--- src/hdl/emt_pkg.sv ---
// emt_pkg: map, field layout and reset values of the external memory
// timing configuration bank. assumes a 32-bit apb word per register.
package emt_pkg;
   // register byte offsets
   localparam logic [7:0] EMT_OFS_RRC  = 8'h00;
   localparam logic [7:0] EMT_OFS_CFG2 = 8'h04;
   localparam logic [7:0] EMT_OFS_CFG5 = 8'h10;
   localparam logic [7:0] EMT_OFS_TIM  = 8'h14;
   // refresh period field
   localparam int          EMT_RR_W     = 13;
   localparam logic [12:0] EMT_RR_RST   = 13'h04E2;
   localparam logic [12:0] EMT_RR_MIN   = 13'h0020;
   // async region config field lsbs
   localparam int EMT_SS_POS  = 31;
   localparam int EMT_EW_POS  = 30;
   localparam int EMT_WSU_POS = 26;
   localparam int EMT_WST_POS = 20;
   localparam int EMT_WHO_POS = 17;
   localparam int EMT_RSU_POS = 13;
   localparam int EMT_RST_POS = 7;
   localparam int EMT_RHO_POS = 4;
   localparam int EMT_TA_POS  = 2;
   localparam int EMT_AW_POS  = 0;
   localparam logic [31:0] EMT_CFG_RST = 32'h3FFF_FFFC;
   // sdram timing field lsbs
   localparam int EMT_RFC_POS = 27;
   localparam int EMT_RP_POS  = 24;
   localparam int EMT_RCD_POS = 20;
   localparam int EMT_WR_POS  = 16;
   localparam int EMT_RAS_POS = 12;
   localparam int EMT_RC_POS  = 8;
   localparam int EMT_RRD_POS = 4;
   localparam logic [31:0] EMT_TIM_RST  = 32'h4221_5810;
   localparam logic [31:0] EMT_TIM_MASK = 32'hFF77_FF70;
   // region count
   localparam int EMT_NREG = 4;
   // whole block state
   typedef struct packed {
      logic [12:0]       rr;
      logic [3:0][31:0]  cfg;
      logic [31:0]       tim;
      logic [12:0]       cnt;
      logic              req;
      logic [31:0]       rdata;
   } emt_state_t;
endpackage : emt_pkg

--- src/hdl/emt_config_regs.sv ---
// emt_config_regs: apb register bank for sdram refresh and timing and
// the four async region configs, plus the refresh request timer.
// assumes one clock shared with the memory controllers it steers.
//
// Functional notes
// - 13-bit refresh period, resets to 4E2h
// - write below 20h loads 2*rfc+1
// - four async region config registers
// - new config used by following transfers
// - bit 31 selects select-strobe mode
// - bit 30 enables extended wait
// - bits 29:26 write setup minus one
// - bits 25:20 write strobe minus one
// - bits 19:17 write hold minus one
// - bits 16:13 read setup minus one
// - bits 12:7 read strobe minus one
// - bits 6:4 read hold minus one
// - bits 3:2 turnaround minimum minus one
// - bits 1:0 async bus width code
// - sdram timing fields reset values
// - reserved bits read zero
// - refresh-to-refresh minimum minus one
// - precharge minimum minus one
`timescale 1ns/10ps
module emt_config_regs
   import emt_pkg::*;
#(
   parameter int ADDR_W = 8            // apb address width
) (
   // clock and reset
   input  wire logic                   sys_clk,
   input  wire logic                   rst,
   // apb slave
   input  wire logic                   psel,
   input  wire logic                   penable,
   input  wire logic                   pwrite,
   input  wire logic [ADDR_W-1:0]      paddr,
   input  wire logic [31:0]            pwdata,
   output logic                        pready,
   output logic                        pslverr,
   output logic [31:0]                 prdata,
   // sdram refresh
   output logic [12:0]                 refresh_period,
   output logic                        refresh_req,
   // sdram command timing
   output logic [4:0]                  refresh_to_refresh_min,
   output logic [2:0]                  precharge_min,
   output logic [2:0]                  activate_to_access_min,
   output logic [2:0]                  write_recovery_min,
   output logic [3:0]                  activate_to_precharge_min,
   output logic [3:0]                  activate_to_activate_min,
   output logic [2:0]                  bank_to_bank_activate_min,
   // async regions, index 0 is region 2
   output logic [3:0]                  select_strobe_mode,
   output logic [3:0]                  extended_wait_enable,
   output logic [3:0][3:0]             write_setup,
   output logic [3:0][5:0]             write_strobe,
   output logic [3:0][2:0]             write_hold,
   output logic [3:0][3:0]             read_setup,
   output logic [3:0][5:0]             read_strobe,
   output logic [3:0][2:0]             read_hold,
   output logic [3:0][1:0]             turnaround_min,
   output logic [3:0][1:0]             async_bus_width
);

   emt_state_t st_r;                   // registered state
   emt_state_t st_nxt;                 // next state

   // decode terms
   logic       acc;                    // apb access phase
   logic       wr_en;                  // write takes effect now
   logic       hit_rrc;                // refresh control hit
   logic       hit_tim;                // timing hit
   logic       hit_cfg;                // any region hit
   logic [1:0] cfg_idx;                // region index
   logic       mapped;                 // any register hit
   logic [7:0] a8;                     // low address byte
   logic [7:0] cfg_off;                // offset into region block
   logic [12:0] rr_new;                // value loaded into period

   // register map, one aligned 32-bit word each:
   //   0x00  refresh rate control
   //   0x04  async region 2 config
   //   0x08  async region 3 config
   //   0x0c  async region 4 config
   //   0x10  async region 5 config
   //   0x14  sdram command timing
   //   any other word answers pslverr, stores nothing
   //   and reads back zero
   //
   // refresh rate control layout:
   //   31:13 reserved, read as zero, writes dropped
   //   12:0  refresh period in memory clock cycles
   //   a write below 0x20 is not taken as written:
   //   the period becomes twice the refresh to
   //   refresh minimum plus one, from the timing
   //   value held before the write
   //
   // async region config layout, all fields r/w:
   //   31    select strobe mode, 0 normal
   //   30    extended wait enable
   //   29:26 write setup, cycles minus one
   //   25:20 write strobe, cycles minus one
   //   19:17 write hold, cycles minus one
   //   16:13 read setup, cycles minus one
   //   12:7  read strobe, cycles minus one
   //   6:4   read hold, cycles minus one
   //   3:2   turnaround minimum, cycles minus one
   //   1:0   bus width: 0 byte, 1 halfword, 2-3 reserved
   //   reset word: slowest timing, 8-bit bus
   //   index 0 of each output array is region 2
   //   fields leave as slices, no decoding applied
   //
   // sdram command timing layout, cycles minus one:
   //   31:27 refresh to refresh
   //   26:24 precharge to activate or refresh
   //   23    reserved
   //   22:20 activate to access
   //   19    reserved
   //   18:16 write recovery
   //   15:12 activate to precharge
   //   11:8  activate to activate
   //   7     reserved
   //   6:4   bank to bank activate
   //   3:0   reserved
   //   reserved bits masked on write, read as zero
   //
   // timing as seen from the apb side:
   //   setup edge: read word captured into prdata
   //   access edge: write lands, pready always high
   //   next cycle: outputs show the new value
   //   no shadow copy: a controller that samples its
   //   settings at access start sees a write made
   //   one cycle earlier; the price is no atomic
   //   update of fields spread over two registers
   //
   // refresh timer:
   //   down counter, reloaded with period minus one
   //   on reaching zero, one request pulse per period
   //   a period write restarts the count at once, so
   //   a shorter period never waits out the old one
   //   limitation: period 1 asks every cycle
   //   first request after reset comes one period
   //   plus one cycle after release, as the counter
   //   starts at the reset period rather than minus one
   //
   // software duties, not enforced here:
   //   keep extended wait off without a wait pin
   //   keep extended wait off for nand regions
   //   write zero to reserved bits
   //   do not pick width codes 2 or 3
   //   write the timing word before a short period
   //   so the period is derived from the right value

   // zero-wait slave, so pready is tied high by design
   assign pready = 1'b1;
   assign acc    = psel & penable;
   assign a8     = 8'(paddr);
   assign cfg_off = a8 - EMT_OFS_CFG2;

   // address decode; upper address bits must be zero
   always_comb begin
      hit_rrc = (paddr == ADDR_W'(EMT_OFS_RRC));
      hit_tim = (paddr == ADDR_W'(EMT_OFS_TIM));
      hit_cfg = (paddr >= ADDR_W'(EMT_OFS_CFG2))
              & (paddr <= ADDR_W'(EMT_OFS_CFG5))
              & (paddr[1:0] == 2'b00);
      cfg_idx = cfg_off[3:2];
      mapped  = hit_rrc | hit_tim | hit_cfg;
   end

   // unmapped access answers with an error, nothing stored
   assign pslverr = acc & ~mapped;
   assign wr_en   = acc & pwrite & mapped;

   // small periods are replaced by the rfc based minimum
   always_comb begin
      if (pwdata[12:0] < EMT_RR_MIN) begin
         rr_new = 13'({st_r.tim[31:27], 1'b1});
      end else begin
         rr_new = pwdata[12:0];
      end
   end

   // next state: bus writes, read capture and refresh timer
   always_comb begin
      st_nxt     = st_r;
      st_nxt.req = 1'b0;
      // refresh timer: period of rr cycles between requests
      if (st_r.cnt == 13'h0000) begin
         st_nxt.req = 1'b1;
         st_nxt.cnt = st_r.rr - 13'h0001;
      end else begin
         st_nxt.cnt = st_r.cnt - 13'h0001;
      end
      // writes land at the access edge, visible next cycle
      if (wr_en) begin
         if (hit_rrc) begin
            st_nxt.rr  = rr_new;
            // restart so the new period applies at once
            st_nxt.cnt = rr_new - 13'h0001;
         end
         if (hit_cfg) begin
            st_nxt.cfg[cfg_idx] = pwdata;
         end
         if (hit_tim) begin
            st_nxt.tim = pwdata & EMT_TIM_MASK;
         end
      end
      // read data captured in setup so prdata is a flop
      if (psel & ~penable) begin
         st_nxt.rdata = 32'h0000_0000;
         if (hit_rrc) begin
            st_nxt.rdata = {19'h0_0000, st_r.rr};
         end
         if (hit_cfg) begin
            st_nxt.rdata = st_r.cfg[cfg_idx];
         end
         if (hit_tim) begin
            st_nxt.rdata = st_r.tim;
         end
      end
   end

   // state register with constant reset values
   always_ff @(posedge sys_clk or posedge rst) begin
      if (rst) begin
         st_r.rr    <= EMT_RR_RST;
         st_r.cfg   <= {EMT_NREG{EMT_CFG_RST}};
         st_r.tim   <= EMT_TIM_RST;
         st_r.cnt   <= EMT_RR_RST;
         st_r.req   <= 1'b0;
         st_r.rdata <= 32'h0000_0000;
      end else begin
         st_r <= st_nxt;
      end
   end

   // bus and refresh outputs
   assign prdata         = st_r.rdata;
   assign refresh_period = st_r.rr;
   assign refresh_req    = st_r.req;

   // sdram timing fields, straight from the register
   assign refresh_to_refresh_min    = st_r.tim[EMT_RFC_POS +: 5];
   assign precharge_min             = st_r.tim[EMT_RP_POS  +: 3];
   assign activate_to_access_min    = st_r.tim[EMT_RCD_POS +: 3];
   assign write_recovery_min        = st_r.tim[EMT_WR_POS  +: 3];
   assign activate_to_precharge_min = st_r.tim[EMT_RAS_POS +: 4];
   assign activate_to_activate_min  = st_r.tim[EMT_RC_POS  +: 4];
   assign bank_to_bank_activate_min = st_r.tim[EMT_RRD_POS +: 3];

   // per region field split; no shadowing, so a write is seen by
   // the very next transfer (controllers sample at access start)
   for (genvar g = 0; g < EMT_NREG; g++) begin : g_reg
      assign select_strobe_mode[g]   = st_r.cfg[g][EMT_SS_POS];
      // ew kept by software at 0 without a wait pin or in nand mode
      assign extended_wait_enable[g] = st_r.cfg[g][EMT_EW_POS];
      assign write_setup[g]          = st_r.cfg[g][EMT_WSU_POS +: 4];
      assign write_strobe[g]         = st_r.cfg[g][EMT_WST_POS +: 6];
      assign write_hold[g]           = st_r.cfg[g][EMT_WHO_POS +: 3];
      assign read_setup[g]           = st_r.cfg[g][EMT_RSU_POS +: 4];
      assign read_strobe[g]          = st_r.cfg[g][EMT_RST_POS +: 6];
      assign read_hold[g]            = st_r.cfg[g][EMT_RHO_POS +: 3];
      assign turnaround_min[g]       = st_r.cfg[g][EMT_TA_POS  +: 2];
      // codes 2 and 3 are reserved, passed on as written
      assign async_bus_width[g]      = st_r.cfg[g][EMT_AW_POS  +: 2];
   end
endmodule : emt_config_regs

--- config.mk ---
export PLATFORM = sky130hd
export DESIGN_NAME = emt_config_regs
export DESIGN_NICKNAME = d
export VERILOG_FILES = /design/src/hdl/emt_pkg.sv /design/src/hdl/emt_config_regs.sv
export SDC_FILE = /design/constraint.sdc
export NUM_CORES = 1
export LEC_CHECK = 0
export ABC_AREA = 1
export BUFFER_PORTS_ARGS = -buffer_cell sky130_fd_sc_hd__buf_2
export CORE_AREA = 3 3 158 160
export DETAILED_ROUTE_END_ITERATION = 10
export DIE_AREA = 0 0 161 163
export PLACE_DENSITY_LB_ADDON = 0.2
export SYNTH_ARGS = -nofsm -noshare
export SYNTH_HDL_FRONTEND = slang
export SYNTH_SLANG_ARGS = --single-unit
--- constraint.sdc ---
create_clock -name sys_clk -period 10.5 [get_ports sys_clk]
set_clock_uncertainty 0.2 [all_clocks]
set_input_delay 0 -clock sys_clk [delete_from_list [all_inputs] [get_ports sys_clk]]
set_output_delay 0 -clock sys_clk [all_outputs]
set_load 0.05 [all_outputs]
Word-level counts from Yosys, hierarchy flattened
Index checks and enable logic that the tools add are counted.
{ "totals": {"ff_bits": 212, "latchBits": 0, "ramBits": 0, "rom_bits": 0, "inputBits": 45, "out_inout_bits": 201, "word_cells": 50, "mem_count": 0} }
{ "op_classes": {"n_addsub": 4, "n_mul": 0, "div": 0, "order_cmp": 5, "n_eq_ne": 1, "shift": 0, "n_mux": 13, "bitwise_logic": 11, "reduce_logical": 7} }
{ "ops": {"columns": ["op", "count"], "rows": [
  ["128-bit bitwise mux", 1],
  ["32-bit 2-to-1 mux", 4],
  ["13-bit 2-to-1 mux", 5],
  ["32-bit binary-select mux with 2-bit select", 1],
  ["32-bit demux with 2-bit select", 1],
  ["13-bit by 1-bit subtractor with 13-bit output (second input constant)", 3],
  ["13-bit zero test", 1],
  ["13-bit by 6-bit less-than comparator with 1-bit output (second input constant)", 1],
  ["8-bit by 5-bit equality test with 1-bit output (second input constant)", 1],
  ["8-bit by 3-bit >= comparator with 1-bit output (second input constant)", 1],
  ["8-bit by 5-bit <= comparator with 1-bit output (second input constant)", 1],
  ["8-bit zero test", 1],
  ["1-bit bitwise AND", 7],
  ["2-bit AND reduction", 3],
  ["4-bit by 3-bit subtractor with 4-bit output (second input constant)", 1],
  ["2-bit by 3-bit less-than comparator with 1-bit output (second input constant)", 1],
  ["2-bit by 1-bit >= comparator with 1-bit output (second input constant)", 1],
  ["2-bit zero test", 1],
  ["1-bit NOT", 2],
  ["1-bit OR", 2],
  ["1-bit logical AND", 1],
  ["1-bit 2-to-1 mux", 1]
]} }

Longest topological paths before layout
Gate-level depths: netlist of the first run.
{ "logic_depth": {"depth_word": 6, "mapped_depth": 15, "mapped_depth_nobuf": 15} }

Worst setup path before layout of the first run
OpenSTA, ideal clock, no wires.
{ "synth_path": {"path_type": "input to output", "start": "input paddr[2]", "end": "output pslverr", "arrival_time_ps": 2537, "required_time_ps": 10300, "path_slack_ps": 7763, "stages": 10, "path_buffers": 3, "path_cell_list": "inv_1 > clkbuf_1 > clkbuf_1 > ha_1 > a21boi_0 > nand2_1 > o211ai_2 > inv_4 > buf_4 > nor3_1"} }
{ "synth_via": {"elab_chain_cells": 6, "word_cells_on_any_way": 10, "classes_between": "order compare: 2; eq/ne: 1; bitwise: 6; reduce/logical: 1"} }
{ "synth_rtl": {"columns": ["element", "line_no", "rtl"], "rows": [
  ["start: declaration", "emt_config_regs.sv:37", "input wire logic [ADDR_W-1:0] paddr,"],
  ["8-bit by 3-bit >= comparator with 1-bit output or 8-bit by 5-bit <= comparator with 1-bit output (tied branches)", "emt_config_regs.sv:165, emt_config_regs.sv:166", null],
  ["1-bit bitwise AND", "emt_config_regs.sv:166", "& (paddr <= ADDR_W'(EMT_OFS_CFG5))"],
  ["1-bit bitwise AND", "emt_config_regs.sv:167", "& (paddr[1:0] == 2'b00);"],
  ["1-bit OR (*)", "emt_config_regs.sv:169", "mapped = hit_rrc | hit_tim | hit_cfg;"],
  ["1-bit NOT (*)", "emt_config_regs.sv:173", "assign pslverr = acc & ~mapped;"],
  ["1-bit bitwise AND (*)", "emt_config_regs.sv:173", null],
  ["end: declaration", "emt_config_regs.sv:40", "output logic pslverr,"]
]} }
Mark *: on every way between the ends. The rest lies on a longest branch, timed or not.

==> impl_metrics.py, run 1 <==
metrics = {
    "clock_network": {
        "cts_buffer_depth": 3,
        "cts.clk_slew.worst_paths_ns": 0.06,
        "clockRootBuffer": "clkbuf_16",
        "cts_tree": "done",
        "h-tree-depth": 1,
        "clock_sink_count": 212,
        "numCtsBuffers": 24,
        "insertion_delay_ns": 0.52,
        "postCtsSetupBuffers": 0,
        "postCtsHoldBufs": 55,
        "cts_resized": 0,
    },
    "global_route": {
        "antenna_found_initial": 0,
        "overflow": 0,
        "grt_max_degree": 96,
        "grt_pass1_wl_um": 52400,
        "grt.total_usage_pct": 25.5,
        "grt_pass1_vias": 9090,
    },
    "placed_design": {
        "hpwlAfterDp_um": 23400,
        "gp_congestion": 0.921,
        "portBuffers": 244,
    },
    "layout": {
        "drive_above_1_share_pct": 30.1,
        "num_antenna_cells": 0,
        "nets": 1501,
        "layout_common_cells": "302 x nand2_1, 244 x buf_2, 214 x o21ai_0",
        "layout_commonest_cell": "nand2_1",
        "syn2layout_area_growth_pct": 10.7,
    },
    "timing": {
        "setup_violations": 0,
        "finalCritPeriodShare_pct": 34.5,
        "tns_ns": 0,
        "fin_crit_ns": 3.62,
        "clock.fmax_ghz": 0.276,
        "slew_violations": 0,
        "slew_headroom_pct": 28.0,
        "rsz0062_at_grt": "no",
        "hold_viol": 0,
        "worstMarginPinSlew_ns": 1.08,
    },
    "power": {
        "design_power_total_mw": 2.07,
        "power.density_mw_per_mm2": 162,
        "p_leak_nw": 5.95,
        "max-vdd-ir-drop_mv": 0.0949,
    },
    "setup_path": {
        "cp_data_required_time_ns": 10.75,
        "max_stage_delay_ns": 0.60,
        "critPathMaxFanout": 13,
        "critical_path_class": "input pin to register",
        "cp-start-kind": "input pin",
        "crit_chain": "dlygate4sd3_1 -> buf_2 -> inv_1 -> nand3_1 -> nor2_4 -> nand2_1 -> o21ai_2 -> nand2_1 -> dlygate4sd3_1 -> nor2_1 -> dlygate4sd3_1 -> nand3_1 -> nand2_1 -> nand2_1 -> dlygate4sd3_1 -> nand2_1",
        "critPathArrivalTime_ns": 3.88,
        "worstSetupEndpointType": "register",
        "timing.critical_path.mode_cell": "nand2_1",
        "slowest_stage": "dlygate4sd3_1",
    },
    "die": {
        "start_util_pct": 48.9,
        "die_area_mm2": 0.0262,
        "io_pins": 246,
        "rows": 56,
        "coreArea_mm2": 0.0235,
        "die_h_um": 163,
        "die_x_um": 161,
    },
    "synth": {
        "ys_seq_area_share_pct": 47.5,
        "syn_inst": 1380,
        "ys.flop_type": "dfstp_2",
        "yosysWarnings": 0,
        "synth_cell_types": 46,
        "ys_ff_latch": 212,
        "synth_nets": 1432,
        "syn_area_mm2": 0.0115,
        "syn_avg_cell_area_um2": 8.35,
        "synth_edf_count": 0,
        "synth_top_area_cell": "dfstp_2",
        "synthTopCellsByArea": "dfstp_2 30%, dfrtp_1 18%, buf_4 13%",
        "yosysTopAreaCellShare_pct": 29.6,
        "async_flop_share_pct": 100,
    },
    "drt": {
        "totalWireLength_um": 34200,
        "wl_per_cell_um": 19.2,
        "drc": 0,
        "drtPass1Iterations": 5,
        "vias": 9567,
        "drtIter0Drc": 769,
        "ant_nets": 0,
        "vias_per_cell": 5.36,
    },
    "run": {
        "cap_violations": 0,
    },
    "min_path": {
        "hp-class": "input pin to register",
    },
    "outcome": {
        "status": "finished clean",
    },
}
-- final cells by class --
cell class,count,area [um2]
clock buffers,38,683
clock inverters,6,91.3
fillers,2246,10800
inverters,87,337
multi-input cells,818,3950
flip-flops and latches,212,5470
well taps,319,399
repair buffers,306,1820
-- per-layer routing --
layer  up-vias  track usage [%]  share of wire, %
met4         0             5.87               2.0
met1      4645             36.4                44
met5         -                0                 0
met3        50             5.06               7.8
li1       4470                -                 -
met2       402             40.4                46
-- cells in the mapped netlist, types with 5 or more instances --
cell	count
nand3_1	58
nand2_2	5
nor2_1	93
o21ai_1	27
dfrtp_1	82
nand2_1	303
a22oi_1	9
ha_1	7
inv_1	84
a21oi_1	17
buf_2	21
a32o_1	6
o21ai_0	214
a31oi_1	7
buf_4	202
clkbuf_1	38
o211ai_1	7
o22ai_1	21
dfstp_2	130
-- final timing paths --
| path | from | end | slack (ns) | cells past startpoint |
|---|---|---|---|---|
| worst max-delay path | pwdata[12] | st_r[40] | 6.88 | 16 |
| worst min-delay path | paddr[1] | prdata[9] | 0.05 | 8 |
| worst max register to register | refresh_to_refresh_min[2] | st_r[40] | 7.30 | 12 |
| worst min register to register | write_setup[12] | write_setup[12] | 0.28 | 2 |
| max in group asynchronous | rst | prdata[7] | 7.58 | 6 |
| min in group asynchronous | rst | prdata[14] | 0.56 | 4 |
-- sequential cells by signal, indices dropped and copies added (netlist names), 5 cells and up --
signal and cells:
read_strobe 24, prdata 32, st_r 13, refresh_to_refresh_min 5, refresh_period 13, write_strobe 24, write_hold 12, read_setup 16
read_hold 12, write_setup 16, async_bus_width 8, turnaround_min 8
-- worst max-delay path: cells and delay by family --
family	cells	cell delay, ns
buffers and inverters	6	2.70
and+or+nand+nor	9	1.04
AOI/OAI and AO/OA	1	0.12
-- where the power goes --
part	switching [mW]	total, mW	internal (mW)
logic	0.242	0.341	0.0987
clock network	0.336	0.831	0.496
registers	0.0251	0.894	0.869
-- stage by stage --
| stage | hold slack (ns) | setup WS (ns) | instance area (um2) | std cells | util (%) |
|---|---|---|---|---|---|
| floorplan | -0.0828 | 4.72 | 11500 | 1380 | - |
| global placement | -0.0432 | 7.33 | 11400 | 1687 | 48.5 |
| detailed placement | -0.0407 | 7.26 | 11400 | 1687 | 48.5 |
| CTS | 0.0319 | 6.92 | 12700 | 1786 | 54.2 |
| global route | 0.115 | 6.65 | 12700 | 1786 | 54.2 |
| finish | 0.0509 | 6.88 | 12700 | 1786 | 54.2 |
-- cell families after synthesis --
kind of cell,share of synthesized area [%]
simple gates,17.4
other cells,0.0325
buf+inv,18.3
fa+ha+maj,0.760
mux,0.0869
compound gates,15.7
flops,47.5
xor+xnor,0.228
(Power assumes the default switching activity.)
==> inputs of run 2 (changes only) <==
Clock period 10.5 ns to 3.6 ns, I/O delays scaled along.
==> impl_metrics.py, run 2 (synthesis results as in run 1) <==
metrics = {
    "outcome": {
        "status": "finished clean",
    },
    "layout": {
        "drive_above_1_share_pct": 31.1,
        "final_area_mm2": 0.0129,
        "syn2layout_area_growth_pct": 12.1,
        "nets": 1507,
        "largest_reg_flops": 32,
        "layout_commonest_cell": "nand2_1",
        "fillers": 2253,
        "layout_common_cells": "302 x nand2_1, 244 x buf_2, 214 x o21ai_0",
    },
    "placed_design": {
        "portBuffers": 244,
        "hpwlAfterDp_um": 23300,
        "place_ws_ns": 0.658,
        "place_area_mm2": 0.0115,
        "gp_congestion": 0.884,
    },
    "setup_path": {
        "critPathArrivalTime_ns": 3.61,
        "cp-start-kind": "input pin",
        "critical_path_class": "input pin to register",
        "cp_data_required_time_ns": 3.86,
        "crit_chain": "dlygate4sd3_1 -> buf_2 -> inv_1 -> nand3_1 -> nor2_4 -> nand2_1 -> o21ai_0 -> ha_1 -> nand2_4 -> nor2_8 -> nand3_1 -> dlygate4sd3_1 -> nand2_1 -> nand3_1 -> dlygate4sd3_1 -> nand2_1",
        "worstSetupEndpointType": "register",
        "r2r_slack_ns": 0.62,
        "reg2regPathDepth": 15,
        "critPathMaxFanout": 13,
        "slowest_stage": "dlygate4sd3_1",
        "max_stage_delay_ns": 0.58,
    },
    "drt": {
        "wl_per_cell_um": 19.1,
        "drtPass1Iterations": 5,
        "ant_nets": 0,
        "totalWireLength_um": 34200,
        "drc": 0,
        "vias": 9441,
        "vias_per_cell": 5.27,
        "drtIter0Drc": 691,
    },
    "run": {
        "cap_violations": 0,
    },
    "die": {
        "die_x_um": 161,
        "io_pins": 246,
        "die_h_um": 163,
        "start_util_pct": 48.9,
        "rows": 56,
        "coreArea_mm2": 0.0235,
        "die_area_mm2": 0.0262,
    },
    "global_route": {
        "grt_pass1_wl_um": 53100,
        "grt_pass1_vias": 9152,
        "overflow": 0,
        "antenna_found_initial": 1,
        "grt.total_usage_pct": 25.7,
        "grt_max_degree": 104,
    },
    "timing": {
        "rsz0062_at_grt": "no",
        "hold_viol": 0,
        "slew_violations": 0,
        "worstMarginPinSlew_ns": 0.881,
        "setup_violations": 0,
        "finalCritPeriodShare_pct": 93.1,
        "fin_crit_ns": 3.35,
        "fin_ws_ns": 0.250,
        "clock.fmax_ghz": 0.299,
        "tns_ns": 0,
        "timing.hold.ws_ns": 0.0222,
        "slew_headroom_pct": 41.1,
    },
    "power": {
        "max-vdd-ir-drop_mv": 0.270,
        "p_leak_nw": 6.04,
        "power.density_mw_per_mm2": 488,
    },
    "clock_network": {
        "numCtsBuffers": 24,
        "insertion_delay_ns": 0.52,
        "clock_sink_count": 212,
        "cts.clk_slew.worst_paths_ns": 0.06,
        "clockRootBuffer": "clkbuf_16",
        "h-tree-depth": 1,
        "cts_tree": "done",
        "cts_buffer_depth": 3,
    },
    "min_path": {
        "hp-class": "input pin to register",
        "holdPathStages": 8,
    },
}
run 2: layout make-up:
| type | count | area (um2) | share of cell area [%] |
|---|---|---|---|
| clock buffers | 31 | 677 | 5.24 |
| inverters | 87 | 333 | 2.58 |
| repair buffers | 312 | 1890 | 14.6 |
| well taps | 319 | 399 | 3.09 |
| clock inverters | 13 | 201 | 1.56 |
| diodes | 1 | 2.50 | 0.0194 |
| multi-input cells | 818 | 3950 | 30.6 |
| flip-flops and latches | 212 | 5470 | 42.3 |
run 2: path summary, 6_finish.rpt:
kind / start / endpoint
max: pwdata[12] / st_r[43]
min: paddr[1] / prdata[4]
max reg2reg: st_r[36] / st_r[41]
min reg2reg: write_setup[11] / write_setup[11]
max in group asynchronous: rst / read_hold[6]
min in group asynchronous: rst / write_recovery_min[2]
run 2: what timing repair did:
| action | 4_1_cts | 5_1_grt |
|---|---|---|
| resized for setup | 0 | 0 |
| endpoints found under the hold margin | 291 | 0 |
| setup buffers | 0 | 0 |
| hold buffers | 54 | 0 |
run 2: report_power, final:
part	leakage [nW]	switching (mW)	total, mW	internal, mW
clock	0.439	1.01	2.69	1.69
sequential	2.44	0.0667	2.60	2.53
combinational	3.16	0.712	1.01	0.302
run 2: through the flow:
step	power, mW	utilization, %	instances
after floorplan	3.39	-	1380
after global routing	6.59	54.9	1793
after CTS	6.36	54.9	1792
final	6.31	54.9	1793
after detailed placement	3.61	48.8	1694
after global placement	3.60	48.8	1694
run 2: per-layer routing:
layer,share of wire [%],vias to the layer above,global-route usage [%]
li1,-,4486,-
met1,43,4519,35.6
met2,45,360,40.4
met3,7.6,76,5.42
met4,3.8,0,8.96
met5,0,-,0
run 2: critical path, delay by kind of cell:
family                   cells  cell delay, ns
AND/OR/NAND/NOR              9            1.10
buffers and inverters        5            2.14
AO/OA/AOI/OAI                1            0.12
adder cells (fa/ha/maj)      1            0.25
==> inputs of run 3 (changes only) <==
Settings changed: MAX_ROUTING_LAYER set to met4.
==> impl_metrics.py, run 3 (synthesis results as in run 1) <==
metrics = {
    "die": {
        "rows": 56,
        "die_x_um": 161,
        "die_h_um": 163,
        "die_area_mm2": 0.0262,
        "start_util_pct": 48.9,
        "io_pins": 246,
        "coreArea_mm2": 0.0235,
    },
    "drt": {
        "ant_nets": 0,
        "wl_per_cell_um": 18.9,
        "drtPass1Iterations": 5,
        "vias_per_cell": 5.25,
        "drc": 0,
        "vias": 9446,
        "drtIter0Drc": 800,
        "totalWireLength_um": 34100,
    },
    "layout": {
        "syn2layout_area_growth_pct": 11.5,
        "final_cells": 1799,
        "largest_reg_flops": 32,
        "drive_above_1_share_pct": 31.1,
        "nets": 1512,
        "final_area_mm2": 0.0128,
        "layout_commonest_cell": "nand2_1",
        "layout_common_cells": "302 x nand2_1, 244 x buf_2, 214 x o21ai_0",
    },
    "timing": {
        "timing.hold.ws_ns": 0.0372,
        "finalCritPeriodShare_pct": 95.4,
        "setup_violations": 0,
        "worstMarginPinSlew_ns": 0.934,
        "fin_crit_ns": 3.43,
        "clock.fmax_ghz": 0.291,
        "hold_viol": 0,
        "rsz0062_at_grt": "no",
        "tns_ns": 0,
        "slew_violations": 0,
        "slew_headroom_pct": 37.6,
    },
    "setup_path": {
        "timing.critical_path.mode_cell": "nand2_1",
        "slowest_stage": "dlygate4sd3_1",
        "cp-start-kind": "input pin",
        "max_stage_delay_ns": 0.61,
        "critPathTopFamily": "buffers and inverters",
        "r2r_slack_ns": 0.45,
        "cp_data_required_time_ns": 3.86,
        "worstSetupEndpointType": "register",
        "crit_chain": "dlygate4sd3_1 -> buf_2 -> inv_1 -> nand3_1 -> nor2_4 -> nand2_1 -> o21ai_2 -> nand2_1 -> dlygate4sd3_1 -> nor2_1 -> dlygate4sd3_1 -> nand3_1 -> dlygate4sd3_1 -> nand2_1 -> nand2_1 -> nand2_1",
        "critPathArrivalTime_ns": 3.70,
        "critical_path_class": "input pin to register",
        "timing.critical_path.buf_inv": 6,
        "critPathMaxFanout": 9,
    },
    "power": {
        "p_sw_share_pct": 29.2,
        "p_comb_share_pct": 16.9,
        "power.density_mw_per_mm2": 467,
        "seqPwrFrac_pct": 43.3,
        "clkPwrFrac_pct": 39.8,
        "p_int_mw": 4.25,
        "max-vdd-ir-drop_mv": 0.311,
        "p_leak_nw": 6.01,
        "p_sw_mw": 1.76,
    },
    "min_path": {
        "hp-class": "input pin to asynchronous set/reset pin",
    },
    "global_route": {
        "grt_pass1_wl_um": 53000,
        "antenna_found_initial": 1,
        "grt_pass1_vias": 9030,
        "grt_max_degree": 73,
        "grt.total_usage_pct": 26.5,
        "overflow": 0,
    },
    "clock_network": {
        "clock_sink_count": 212,
        "insertion_delay_ns": 0.52,
        "clockRootBuffer": "clkbuf_16",
        "h-tree-depth": 1,
        "cts_buffer_depth": 3,
        "cts_tree": "done",
        "numCtsBuffers": 24,
        "cts.clk_slew.worst_paths_ns": 0.06,
    },
    "placed_design": {
        "gp_congestion": 0.906,
        "place_inst": 1697,
        "hpwlAfterDp_um": 23500,
        "place_area_mm2": 0.0115,
        "portBuffers": 244,
    },
    "run": {
        "cap_violations": 0,
    },
    "outcome": {
        "status": "finished clean",
    },
}
[run 3: cell count changes in the layout (fill, tap and decap cells not counted), moves of 2 or more]
cell / change
bufinv_16: -5
clkbuf_1: +4
buf_4: +6
clkinvlp_4: +2
clkbuf_8: +2
clkinv_2: -2
[run 3: timing repair]
item | in CTS | in global routing
endpoints found under the setup margin | 0 | 1
gates resized for setup | 0 | 1
setup buffers | 0 | 2
hold endpoints to repair | 235 | 0
hold buffers | 54 | 0
[run 3: layout make-up]
class / instances / area (um2)
timing repair buffer: 317 / 1920
inverter: 87 / 337
clock buffer: 38 / 744
clock inverter: 6 / 32.5
tap: 319 / 399
sequential: 212 / 5470
multi-input combinational: 818 / 3950
antenna: 2 / 5.00
fill: 2289 / 10700
[run 3: power groups by stage]
stage          registers [mW]  clock network [mW]  logic [mW]
2_1_floorplan            2.62                   0       0.770
3_3_place_gp             2.64                   0       0.965
3_5_place_dp             2.64                   0       0.970
4_1_cts                  2.60                2.44        1.01
5_1_grt                  2.61                2.56        1.13
6_report                 2.60                2.39        1.01
[run 3: path summary, 6_finish.rpt]
kind | from | to | cells past startpoint
setup / recovery | pwdata[5] | st_r[40] | 16
hold / removal | rst | write_recovery_min[1] | 3
setup reg to reg | refresh_to_refresh_min[2] | st_r[40] | 12
hold reg to reg | write_setup[7] | write_setup[7] | 2
max in group asynchronous | rst | turnaround_min[4] | 4
min in group sys_clk | paddr[1] | prdata[4] | 8
[run 3: worst min-delay path: stages]
cell,delay [ns]
dlygate4sd3_1,0.53
buf_2,0.13
clkinvlp_4,0.61
[run 3: layer usage]
metal | up-vias | share of wire [%] | global-route usage (%)
met5 | - | 0 | -
met1 | 4556 | 43 | 34.7
met3 | 46 | 8.1 | 6.41
met4 | 0 | 1.8 | 6.10
met2 | 347 | 47 | 42.2
li1 | 4497 | - | -
[run 3: per-stage QoR]
step	setup slack [ns]	power [mW]	util [%]
2_1_floorplan	0.750	3.39	-
3_3_place_gp	0.662	3.60	48.9
3_5_place_dp	0.699	3.61	48.9
4_1_cts	0.0732	6.05	54.5
5_1_grt	0.0398	6.31	54.6
6_report	0.166	6.01	54.6
